File: src/design/ppsl_defs.svh
`ifndef PPSL_DEFS_SVH
`define PPSL_DEFS_SVH
// configuration address phase encoding
`define PPSL_CFG_TYPE0        2'b00
`define PPSL_CFG_TYPE1        2'b01
// general control register lock enable bit
`define PPSL_GCTL_OFFSET      8'hd4
`define PPSL_GCTL_LOCK_BIT    12
// message codes, low two bits of the interrupt codes carry the interrupt line
`define PPSL_MSG_ASSERT_INTX  8'h20
`define PPSL_MSG_DEASSERT_INTX 8'h24
`define PPSL_MSG_PM_PME       8'h18
// message header first dword: fmt 01, type 10100 (local) / 10000 (to root)
`define PPSL_HDR0_INTX        8'h34
`define PPSL_HDR0_PME         8'h30
`define PPSL_PME_TAG          8'h00
// power event resend interval
`define PPSL_PME_RESEND_US    100
`define PPSL_CLK_MHZ          125
`define PPSL_PME_RESEND_CYC   (`PPSL_PME_RESEND_US * `PPSL_CLK_MHZ)
`endif

File: src/design/ppsl_pkg.sv
package ppsl_pkg;
	typedef enum logic [1:0] {PPSL_MSG_NONE, PPSL_MSG_INTX, PPSL_MSG_PME} ppsl_msg_kind_t;
	typedef enum {PPSL_LK_IDLE, PPSL_LK_REQ, PPSL_LK_BACKOFF, PPSL_LK_READ, PPSL_LK_LOCKED,
		PPSL_LK_WRITE, PPSL_LK_DRAIN} ppsl_lock_state_t;
endpackage

File: src/design/ppsl_cfg_addr.sv
`timescale 1ns/10ps
`include "ppsl_defs.svh"
// builds the configuration address phase word
module ppsl_cfg_addr
	import ppsl_pkg::*;
(
	input  wire logic        clk_i,
	input  wire logic        rst_i,
	input  wire logic        load_i,
	input  wire logic        type1_i,
	input  wire logic [7:0]  bus_i,
	input  wire logic [4:0]  dev_i,
	input  wire logic [2:0]  func_i,
	input  wire logic [5:0]  reg_i,
	output logic      [31:0] addr_o
);
	// one-hot select on the upper sixteen lines, none for 1xxxx
	function automatic logic [15:0] dev_select(input logic [4:0] dev);
		dev_select = dev[4] ? 16'h0000 : (16'h0001 << dev[3:0]);
	endfunction

	wire logic [31:0] type0_word;
	wire logic [31:0] type1_word;
	assign type0_word = {dev_select(dev_i), 5'h00, func_i, reg_i, `PPSL_CFG_TYPE0};
	assign type1_word = {8'h00, bus_i, dev_i, func_i, reg_i, `PPSL_CFG_TYPE1};

	// register the selected word
	always_ff @(posedge clk_i) begin
		if (rst_i) begin
			addr_o <= 32'h0000_0000;
		end else if (load_i) begin
			addr_o <= type1_i ? type1_word : type0_word;
		end
	end
endmodule

File: src/design/ppsl_msg_gen.sv
`timescale 1ns/10ps
`include "ppsl_defs.svh"
// builds the first two header dwords of an upstream message
module ppsl_msg_gen
	import ppsl_pkg::*;
(
	input  wire logic           clk_i,
	input  wire logic           rst_i,
	input  wire logic           load_i,
	input  wire ppsl_msg_kind_t kind_i,
	input  wire logic           deassert_i,
	input  wire logic [1:0]     line_i,
	input  wire logic [7:0]     sec_bus_i,
	output logic      [31:0]    hdr0_o,
	output logic      [31:0]    hdr1_o
);
	wire logic [7:0] intx_code;
	wire logic [7:0] code;
	wire logic [7:0] hdr0_byte;
	assign intx_code = (deassert_i ? `PPSL_MSG_DEASSERT_INTX : `PPSL_MSG_ASSERT_INTX) | {6'h00, line_i};
	assign code      = (kind_i == PPSL_MSG_PME) ? `PPSL_MSG_PM_PME : intx_code;
	assign hdr0_byte = (kind_i == PPSL_MSG_PME) ? `PPSL_HDR0_PME : `PPSL_HDR0_INTX;

	// header registers
	always_ff @(posedge clk_i) begin
		if (rst_i) begin
			hdr0_o <= 32'h0000_0000;
			hdr1_o <= 32'h0000_0000;
		end else if (load_i) begin
			hdr0_o <= {hdr0_byte, 24'h000000};
			hdr1_o <= {sec_bus_i, 5'h00, 3'h0, `PPSL_PME_TAG, code};
		end
	end
endmodule

File: src/design/ppsl_bridge.sv
// Contract
// - type 1 config beyond secondary bus goes out as PCI type 1 cycle
// - type 1 address: bus 23:16, device 15:11, function 10:8, register 7:2, 01
// - type 0 cycles turn device number into one upper address select line, none for device 1xxxx
// - device 01111 selects address bit 31
// - sideband interrupt edges become assert and deassert messages upstream
// - low two code bits name the line: A 00, B 01, C 10, D 11
// - falling power event input sends a power event message upstream
// - power event requester is secondary bus, device 0, function 0
// - power event message tag is zero
// - power event message resent periodically while input stays low
// - lock output driven only when general control bit 12 is set
// - locked sequences only for downstream traffic
// - locked read handled as memory read, returns locked completion
// - locked read while unlocked requests the bus with REQ; the code requests only when general control bit 12 is set
// - grant with lock high: drive lock low after first address phase
// - owner holds lock asserted except during locked address phases
// - grant with lock low: drop REQ, wait lock high and idle bus
// - owned lock: run the locked read as memory read cycle
// - data returned: locked, block unrelated transactions
// - writes while locked go out as locked memory writes
// - leave lock only after unlock and earlier locked work completed
// - normal read during lock answered with unsupported request
`timescale 1ns/10ps
`include "ppsl_defs.svh"
module ppsl_bridge
	import ppsl_pkg::*;
(
	input  wire logic        clk_i,
	input  wire logic        rst_i,
	input  wire logic [31:0] gen_ctrl_i,
	input  wire logic [7:0]  sec_bus_i,
	// configuration request from the link
	input  wire logic        cfg_req_i,
	input  wire logic [7:0]  cfg_bus_i,
	input  wire logic [4:0]  cfg_dev_i,
	input  wire logic [2:0]  cfg_func_i,
	input  wire logic [5:0]  cfg_reg_i,
	output logic             cfg_start_o,
	output logic             cfg_type1_o,
	output logic      [31:0] cfg_addr_o,
	// sideband interrupts and power event
	input  wire logic [3:0]  intx_n_i,
	input  wire logic        pme_n_i,
	output logic             msg_valid_o,
	input  wire logic        msg_ready_i,
	output logic      [31:0] msg_hdr0_o,
	output logic      [31:0] msg_hdr1_o,
	// downstream requests from the link
	input  wire logic        lk_rd_i,
	input  wire logic        mem_rd_i,
	input  wire logic        mem_wr_i,
	input  wire logic        unlock_i,
	input  wire logic        up_req_i,
	output logic             rd_locked_cpl_o,
	output logic             rd_ur_o,
	output logic             up_block_o,
	output logic             locked_o,
	// PCI bus side
	output logic             req_n_o,
	input  wire logic        gnt_n_i,
	input  wire logic        lock_n_i,
	output logic             lock_n_o,
	output logic             lock_oe_o,
	input  wire logic        bus_idle_i,
	output logic             pci_start_o,
	output logic             pci_write_o,
	output logic             pci_lock_o,
	input  wire logic        addr_phase_i,
	input  wire logic        pci_done_i
);
	localparam int RESEND = `PPSL_PME_RESEND_CYC;

	// configuration translation
	wire logic cfg_type1;
	assign cfg_type1 = cfg_bus_i != sec_bus_i;
	always_ff @(posedge clk_i) begin
		if (rst_i) begin
			cfg_start_o <= 1'b0;
			cfg_type1_o <= 1'b0;
		end else begin
			cfg_start_o <= cfg_req_i;
			if (cfg_req_i) cfg_type1_o <= cfg_type1;
		end
	end
	ppsl_cfg_addr u_cfg (
		.clk_i   (clk_i),
		.rst_i   (rst_i),
		.load_i  (cfg_req_i),
		.type1_i (cfg_type1),
		.bus_i   (cfg_bus_i),
		.dev_i   (cfg_dev_i),
		.func_i  (cfg_func_i),
		.reg_i   (cfg_reg_i),
		.addr_o  (cfg_addr_o)
	);

	// interrupt and power event tracking
	logic [3:0]  intx_sent;
	logic        pme_prev;
	logic        pme_due;
	logic [31:0] pme_cnt;
	logic        busy;
	wire logic [3:0] intx_diff;
	wire logic [1:0] intx_line;
	wire logic       intx_pend;
	wire logic       pme_fall;
	wire logic       take_pme;
	wire logic       take_intx;
	wire logic       idle;
	assign intx_diff = ~intx_n_i ^ intx_sent;
	assign intx_pend = |intx_diff;
	assign intx_line = intx_diff[0] ? 2'd0 : intx_diff[1] ? 2'd1 : intx_diff[2] ? 2'd2 : 2'd3;
	assign pme_fall  = pme_prev && !pme_n_i;
	assign idle      = !busy;
	assign take_pme  = idle && pme_due;
	assign take_intx = idle && !pme_due && intx_pend;

	// message header
	ppsl_msg_gen u_msg (
		.clk_i      (clk_i),
		.rst_i      (rst_i),
		.load_i     (take_pme || take_intx),
		.kind_i     (take_pme ? PPSL_MSG_PME : PPSL_MSG_INTX),
		.deassert_i (intx_sent[intx_line]),
		.line_i     (intx_line),
		.sec_bus_i  (sec_bus_i),
		.hdr0_o     (msg_hdr0_o),
		.hdr1_o     (msg_hdr1_o)
	);
	assign msg_valid_o = busy;

	// message scheduling and resend timer
	always_ff @(posedge clk_i) begin
		if (rst_i) begin
			intx_sent <= 4'h0;
			pme_prev  <= 1'b1;
			pme_due   <= 1'b0;
			pme_cnt   <= 32'h0;
			busy      <= 1'b0;
		end else begin
			pme_prev <= pme_n_i;
			if (busy && msg_ready_i) busy <= 1'b0;
			if (take_intx) intx_sent[intx_line] <= ~intx_sent[intx_line];
			if (take_pme || take_intx) busy <= 1'b1;
			if (pme_n_i) begin
				pme_cnt <= 32'h0;
			end else if (pme_cnt == 32'(RESEND - 1)) begin
				pme_cnt <= 32'h0;
			end else begin
				pme_cnt <= pme_cnt + 32'h1;
			end
			if (pme_fall || (!pme_n_i && pme_cnt == 32'(RESEND - 1))) begin
				pme_due <= 1'b1;
			end else if (take_pme || pme_n_i) begin
				pme_due <= 1'b0;
			end
		end
	end

	// lock sequencer
	ppsl_lock_state_t state;
	ppsl_lock_state_t next_state;
	logic             own;
	logic             lock_drive;
	logic             wr_pend;
	wire logic        lock_en;
	wire logic        granted;
	assign lock_en = gen_ctrl_i[`PPSL_GCTL_LOCK_BIT];
	assign granted = !gnt_n_i;

	always_comb begin
		next_state = state;
		case (state)
			PPSL_LK_IDLE:    if (lk_rd_i && lock_en) next_state = PPSL_LK_REQ;
			PPSL_LK_REQ:     if (granted && bus_idle_i)
				next_state = lock_n_i ? PPSL_LK_READ : PPSL_LK_BACKOFF;
			PPSL_LK_BACKOFF: if (lock_n_i && bus_idle_i) next_state = PPSL_LK_REQ;
			PPSL_LK_READ:    if (pci_done_i) next_state = PPSL_LK_LOCKED;
			PPSL_LK_LOCKED: begin
				if (unlock_i) next_state = PPSL_LK_DRAIN;
				else if (mem_wr_i || lk_rd_i) next_state = PPSL_LK_WRITE;
			end
			PPSL_LK_WRITE:   if (pci_done_i) next_state = wr_pend ? PPSL_LK_DRAIN : PPSL_LK_LOCKED;
			PPSL_LK_DRAIN:   next_state = PPSL_LK_IDLE;
			default:         next_state = PPSL_LK_IDLE;
		endcase
	end

	// state, ownership and lock pin drive
	always_ff @(posedge clk_i) begin
		if (rst_i) begin
			state      <= PPSL_LK_IDLE;
			own        <= 1'b0;
			lock_drive <= 1'b0;
			wr_pend    <= 1'b0;
		end else begin
			state <= next_state;
			if (state == PPSL_LK_LOCKED) wr_pend <= 1'b0;
			if (state == PPSL_LK_WRITE && unlock_i) wr_pend <= 1'b1;
			if (state == PPSL_LK_READ && !addr_phase_i) own <= 1'b1;
			if (next_state == PPSL_LK_IDLE) own <= 1'b0;
			lock_drive <= (own || (state == PPSL_LK_READ && !addr_phase_i)) && next_state != PPSL_LK_IDLE;
		end
	end

	// pin and transaction outputs
	assign lock_oe_o  = lock_en && (own || state == PPSL_LK_READ);
	assign lock_n_o   = !(lock_drive && !addr_phase_i);
	assign req_n_o    = !(state == PPSL_LK_REQ);
	assign pci_lock_o = state == PPSL_LK_READ || state == PPSL_LK_WRITE;
	assign locked_o   = state == PPSL_LK_LOCKED || state == PPSL_LK_WRITE || state == PPSL_LK_DRAIN;
	assign up_block_o = up_req_i && state != PPSL_LK_IDLE;

	// per-transfer pulses and completions
	always_ff @(posedge clk_i) begin
		if (rst_i) begin
			pci_start_o     <= 1'b0;
			pci_write_o     <= 1'b0;
			rd_locked_cpl_o <= 1'b0;
			rd_ur_o         <= 1'b0;
		end else begin
			pci_start_o     <= (state == PPSL_LK_REQ && next_state == PPSL_LK_READ) ||
				(state == PPSL_LK_LOCKED && next_state == PPSL_LK_WRITE);
			pci_write_o     <= state == PPSL_LK_LOCKED && mem_wr_i;
			rd_locked_cpl_o <= state == PPSL_LK_READ && pci_done_i;
			rd_ur_o         <= mem_rd_i && locked_o;
		end
	end
endmodule

File: config.mk
export PLATFORM = sky130hd
export DESIGN_NAME = ppsl_bridge
export DESIGN_NICKNAME = d
export VERILOG_FILES = /design/src/design/ppsl_pkg.sv /design/src/design/ppsl_cfg_addr.sv /design/src/design/ppsl_msg_gen.sv /design/src/design/ppsl_bridge.sv
export VERILOG_INCLUDE_DIRS = /design/src /design/src/design
export SDC_FILE = /design/constraint.sdc
export NUM_CORES = 1
export LEC_CHECK = 0
export ABC_AREA = 1
export BUFFER_PORTS_ARGS = -buffer_cell sky130_fd_sc_hd__buf_4
export CAP_MARGIN = 20
export CORE_AREA = 2 2 142 88
export CTS_CLUSTER_DIAMETER = 80
export CTS_CLUSTER_SIZE = 20
export DETAILED_ROUTE_END_ITERATION = 10
export DIE_AREA = 0 0 144 90
export PLACE_DENSITY = 0.88
export SYNTH_ARGS = -nofsm -noshare
export SYNTH_HDL_FRONTEND = slang
export SYNTH_SLANG_ARGS = --single-unit
export TNS_END_PERCENT = 10
File: constraint.sdc
create_clock -name clk_i -period 2 [get_ports clk_i]
set_clock_uncertainty 0.15 [all_clocks]
set_input_delay 0.3 -clock clk_i [delete_from_list [all_inputs] [get_ports clk_i]]
set_output_delay 0.3 -clock clk_i [all_outputs]
set_load 0.005 [all_outputs]
==> metrics <==
antenna violations before repair=0; cell repeated most along the worst path=nand2_4; DR iter-0 viols=543; Worst Setup Slack, final=-0.1280 ns; Final ANT Viol Nets=0; Synth Cell Area=0.005834 mm2; Worst setup SP type=flop; combinational cell fraction of total power=10.4%; largest net degree at the start of global routing=34; area grow syn2layout=33.48%; Hold Crit Depth=3; drt via density=4.898; Post-synth top cells=nand2_1, dfxtp_1, inv_1, nor2_1, buf_4; clock-pin slew on the worst setup and hold paths=0.07 ns; clock power share=47.3%; kind of critical path=flop to primary output; top-level I/O count=190; Tot GR Track Use=23.65%; TritonCTS clock tree=done; most common cell in the synthesized netlist=nand2_1; dpl hpwl=10,860 um; Seq/Total Area, Yosys=42.55%; CP bufs+invs=2; max-slew violations=0; final setup fails=6; fin crit share=106.4%; Synth warnings=0; H-Tree Level Count=4; most common flop cell mapped by yosys=dfxtp_1; arrival time worst endpoint=1.68 ns; Port Buffers=110; fraction of registers with async set or reset after synthesis=0%; DRT met1 WL=7115 um; root buf cell=clkbuf_16; detailed-route DRC error count=0; achievable frequency=469.9 MHz; CP Cell Sequence=nor2_2, and2_4, nand2_4, nor2_4, buf_6, nand2_4, nand2_4, a31o_4, buf_6; overall power=6251 uW; Seq pwr share=42.3%; DRT Wirelength=16,120 um; GRT overflow=0; Critical Path End Type=primary output; CP max stage cell=dfxtp_2; max incr delay on CP=0.32 ns; max-cap violation count=0; Avg Cell Area, Syn=7.089 um2; Sw Share=27.68%; die area=0.01296 mm2; # diodes=0; minimum clock period=2.128 ns; Initial DRT Pass Iterations=6; Pint=4521 uW; number of synthesized flops with an enable pin=0; Max Used Layer=met4; DR WL/cell=13.69 um; Critical Path RT=1.55 ns; Post-Syn Instances=823; Core Box Area=0.01175 mm2; R2R cell count=14; Clock Latency Late Sink=0.42 ns; failing checks=setup timing; CTS Sinks=124; outcome=finished, violations left; P_sw=1730 uW; static leakage=0.003734 uW; Worst Tran Pin Value=0.5916 ns; met2 WL=7250 um; CP max FO=5; RSZ-0062 raised after global routing=yes; post-layout util=66.26%; relative slew slack=60.34%; cell taking the most area after synthesis=dfxtp_1; Inserted Clock Buffers=17; Die W=144 um; largest cells by area after synthesis=dfxtp_1, nand2_1, inv_1; hold crit path type=input port to flop; gpl congestion=0.9763; # rows=31; Critical Path Stages=9; first-pass GRT wire length=24,340 um; DIE HEIGHT=90 um; worst hold slack=0.005310 ns; PD cells=802.7 mW/mm2; vias in the first global route=4,998; synth unique cells=37; #FFs+latches synth=124; Top delay family on crit path=simple AND/OR/NAND/NOR gates; WL met3=1385 um; Nets=1,081; sum of negative setup slack=-0.5140 ns; VDD IR max=793.7 uV; vias=5,765; top cell type's share of synthesized area=42.55%; Clock Path Buffers=2; Initial Utilization=49.64%; fraction of layout cells with a size suffix above 1=23.22%; Hold Vio Cnt, Final=0
[repair_timing]
item | in CTS | in global routing
resized for setup | 21 | 37
hold endpoints to repair | 14 | 0
setup buffers | 7 | 7
hold buffers | 14 | 0
pin swaps | 1 | 13
setup endpoints to repair | 5 | 26
[registers in the layout, summed over array words and instances, names as in the netlist]
name	count
rd_ur_o	1
pme_cnt	32
pci_write_o	1
cfg_start_o	1
rd_locked_cpl_o	1
lock_drive	1
own	1
wr_pend	1
u_cfg.addr_o	31
pme_prev	1
msg_valid_o	1
u_msg.hdr0_o	1
state	32
pme_due	1
u_msg.hdr1_o	13
pci_start_o	1
intx_sent	4
[worst register-to-register path: stages (launching register included)]
cell and delay, ns:
dfxtp_2 0.32, nor2_2 0.12, and2_4 0.16, nand2_4 0.05, nor2_4 0.12, buf_6 0.15
nand2_4 0.07, buf_4 0.14, buf_4 0.12, buf_4 0.12, buf_4 0.12, buf_6 0.12
inv_2 0.05, a21oi_2 0.05, nor2_1 0.10
[cell families after synthesis]
group / synth area share, %
other: 0.06427
AOI/OAI and AO/OA: 8.621
xor gates and xnor gates: 1.501
buffers and inverters: 15.78
adders and majority gates: 0.2144
DFF: 42.55
and+or+nand+nor: 31.27
[worst paths after layout]
| check | start | to | slack [ns] |
|---|---|---|---|
| setup / recovery | state[29]$_SDFF_PP0_ | locked_o | -0.13 |
| hold / removal | sec_bus_i[7] | u_msg.hdr1_o[31]$_SDFFE_PP0P_ | 0.005 |
| hold reg to reg | pme_cnt[0]$_SDFF_PP0_ | pme_cnt[0]$_SDFF_PP0_ | 0.31 |
| setup reg to reg | state[29]$_SDFF_PP0_ | pci_start_o$_SDFF_PP0_ | -0.02 |
[through the flow]
step	cells	setup slack, ns	cell area [um2]
after detailed placement	1118	0.1455	6789
after global routing	1177	-0.2133	7787
final	1177	-0.1280	7787
after floorplan	899	0.3775	6120
after CTS	1171	-0.09903	7612
after global placement	1118	0.1888	6789
[placed cells by master (no fill, tap or decap), types with 12 or more instances in the layout]
cell,instances
a21oi_1,50
dlygate4sd3_1,14
nand4_1,12
nand2_1,161
dfxtp_1,120
buf_4,125
clkbuf_16,17
o21ai_0,33
nor2_1,96
nand3_1,47
conb_1,77
nor3_1,32
inv_1,108
[power groups by stage]
stage	Sequential (uW)	Clock [uW]	Combinational (uW)
floorplan	2690	0	393
global placement	2690	0	584
detailed placement	2700	0	598
CTS	2640	2970	628
global route	2660	3090	717
finish	2650	2950	652
[cell type report]
type | count | area [um2]
fill | 927 | 3965
clock inverter | 15 | 142.6
inverter | 118 | 445.4
timing repair buffer | 149 | 1209
tap | 165 | 206.4
multi-input combinational | 589 | 2867
sequential | 124 | 2492
clock buffer | 17 | 425.4
[layer usage]
layer / GRT usage (%) / up-vias
met5: 0 / -
met1: 33.78 / 2604
met4: 8.170 / 0
met2: 35.32 / 302
met3: 5.061 / 40
li1: - / 2819
(Power assumes the default switching activity.)
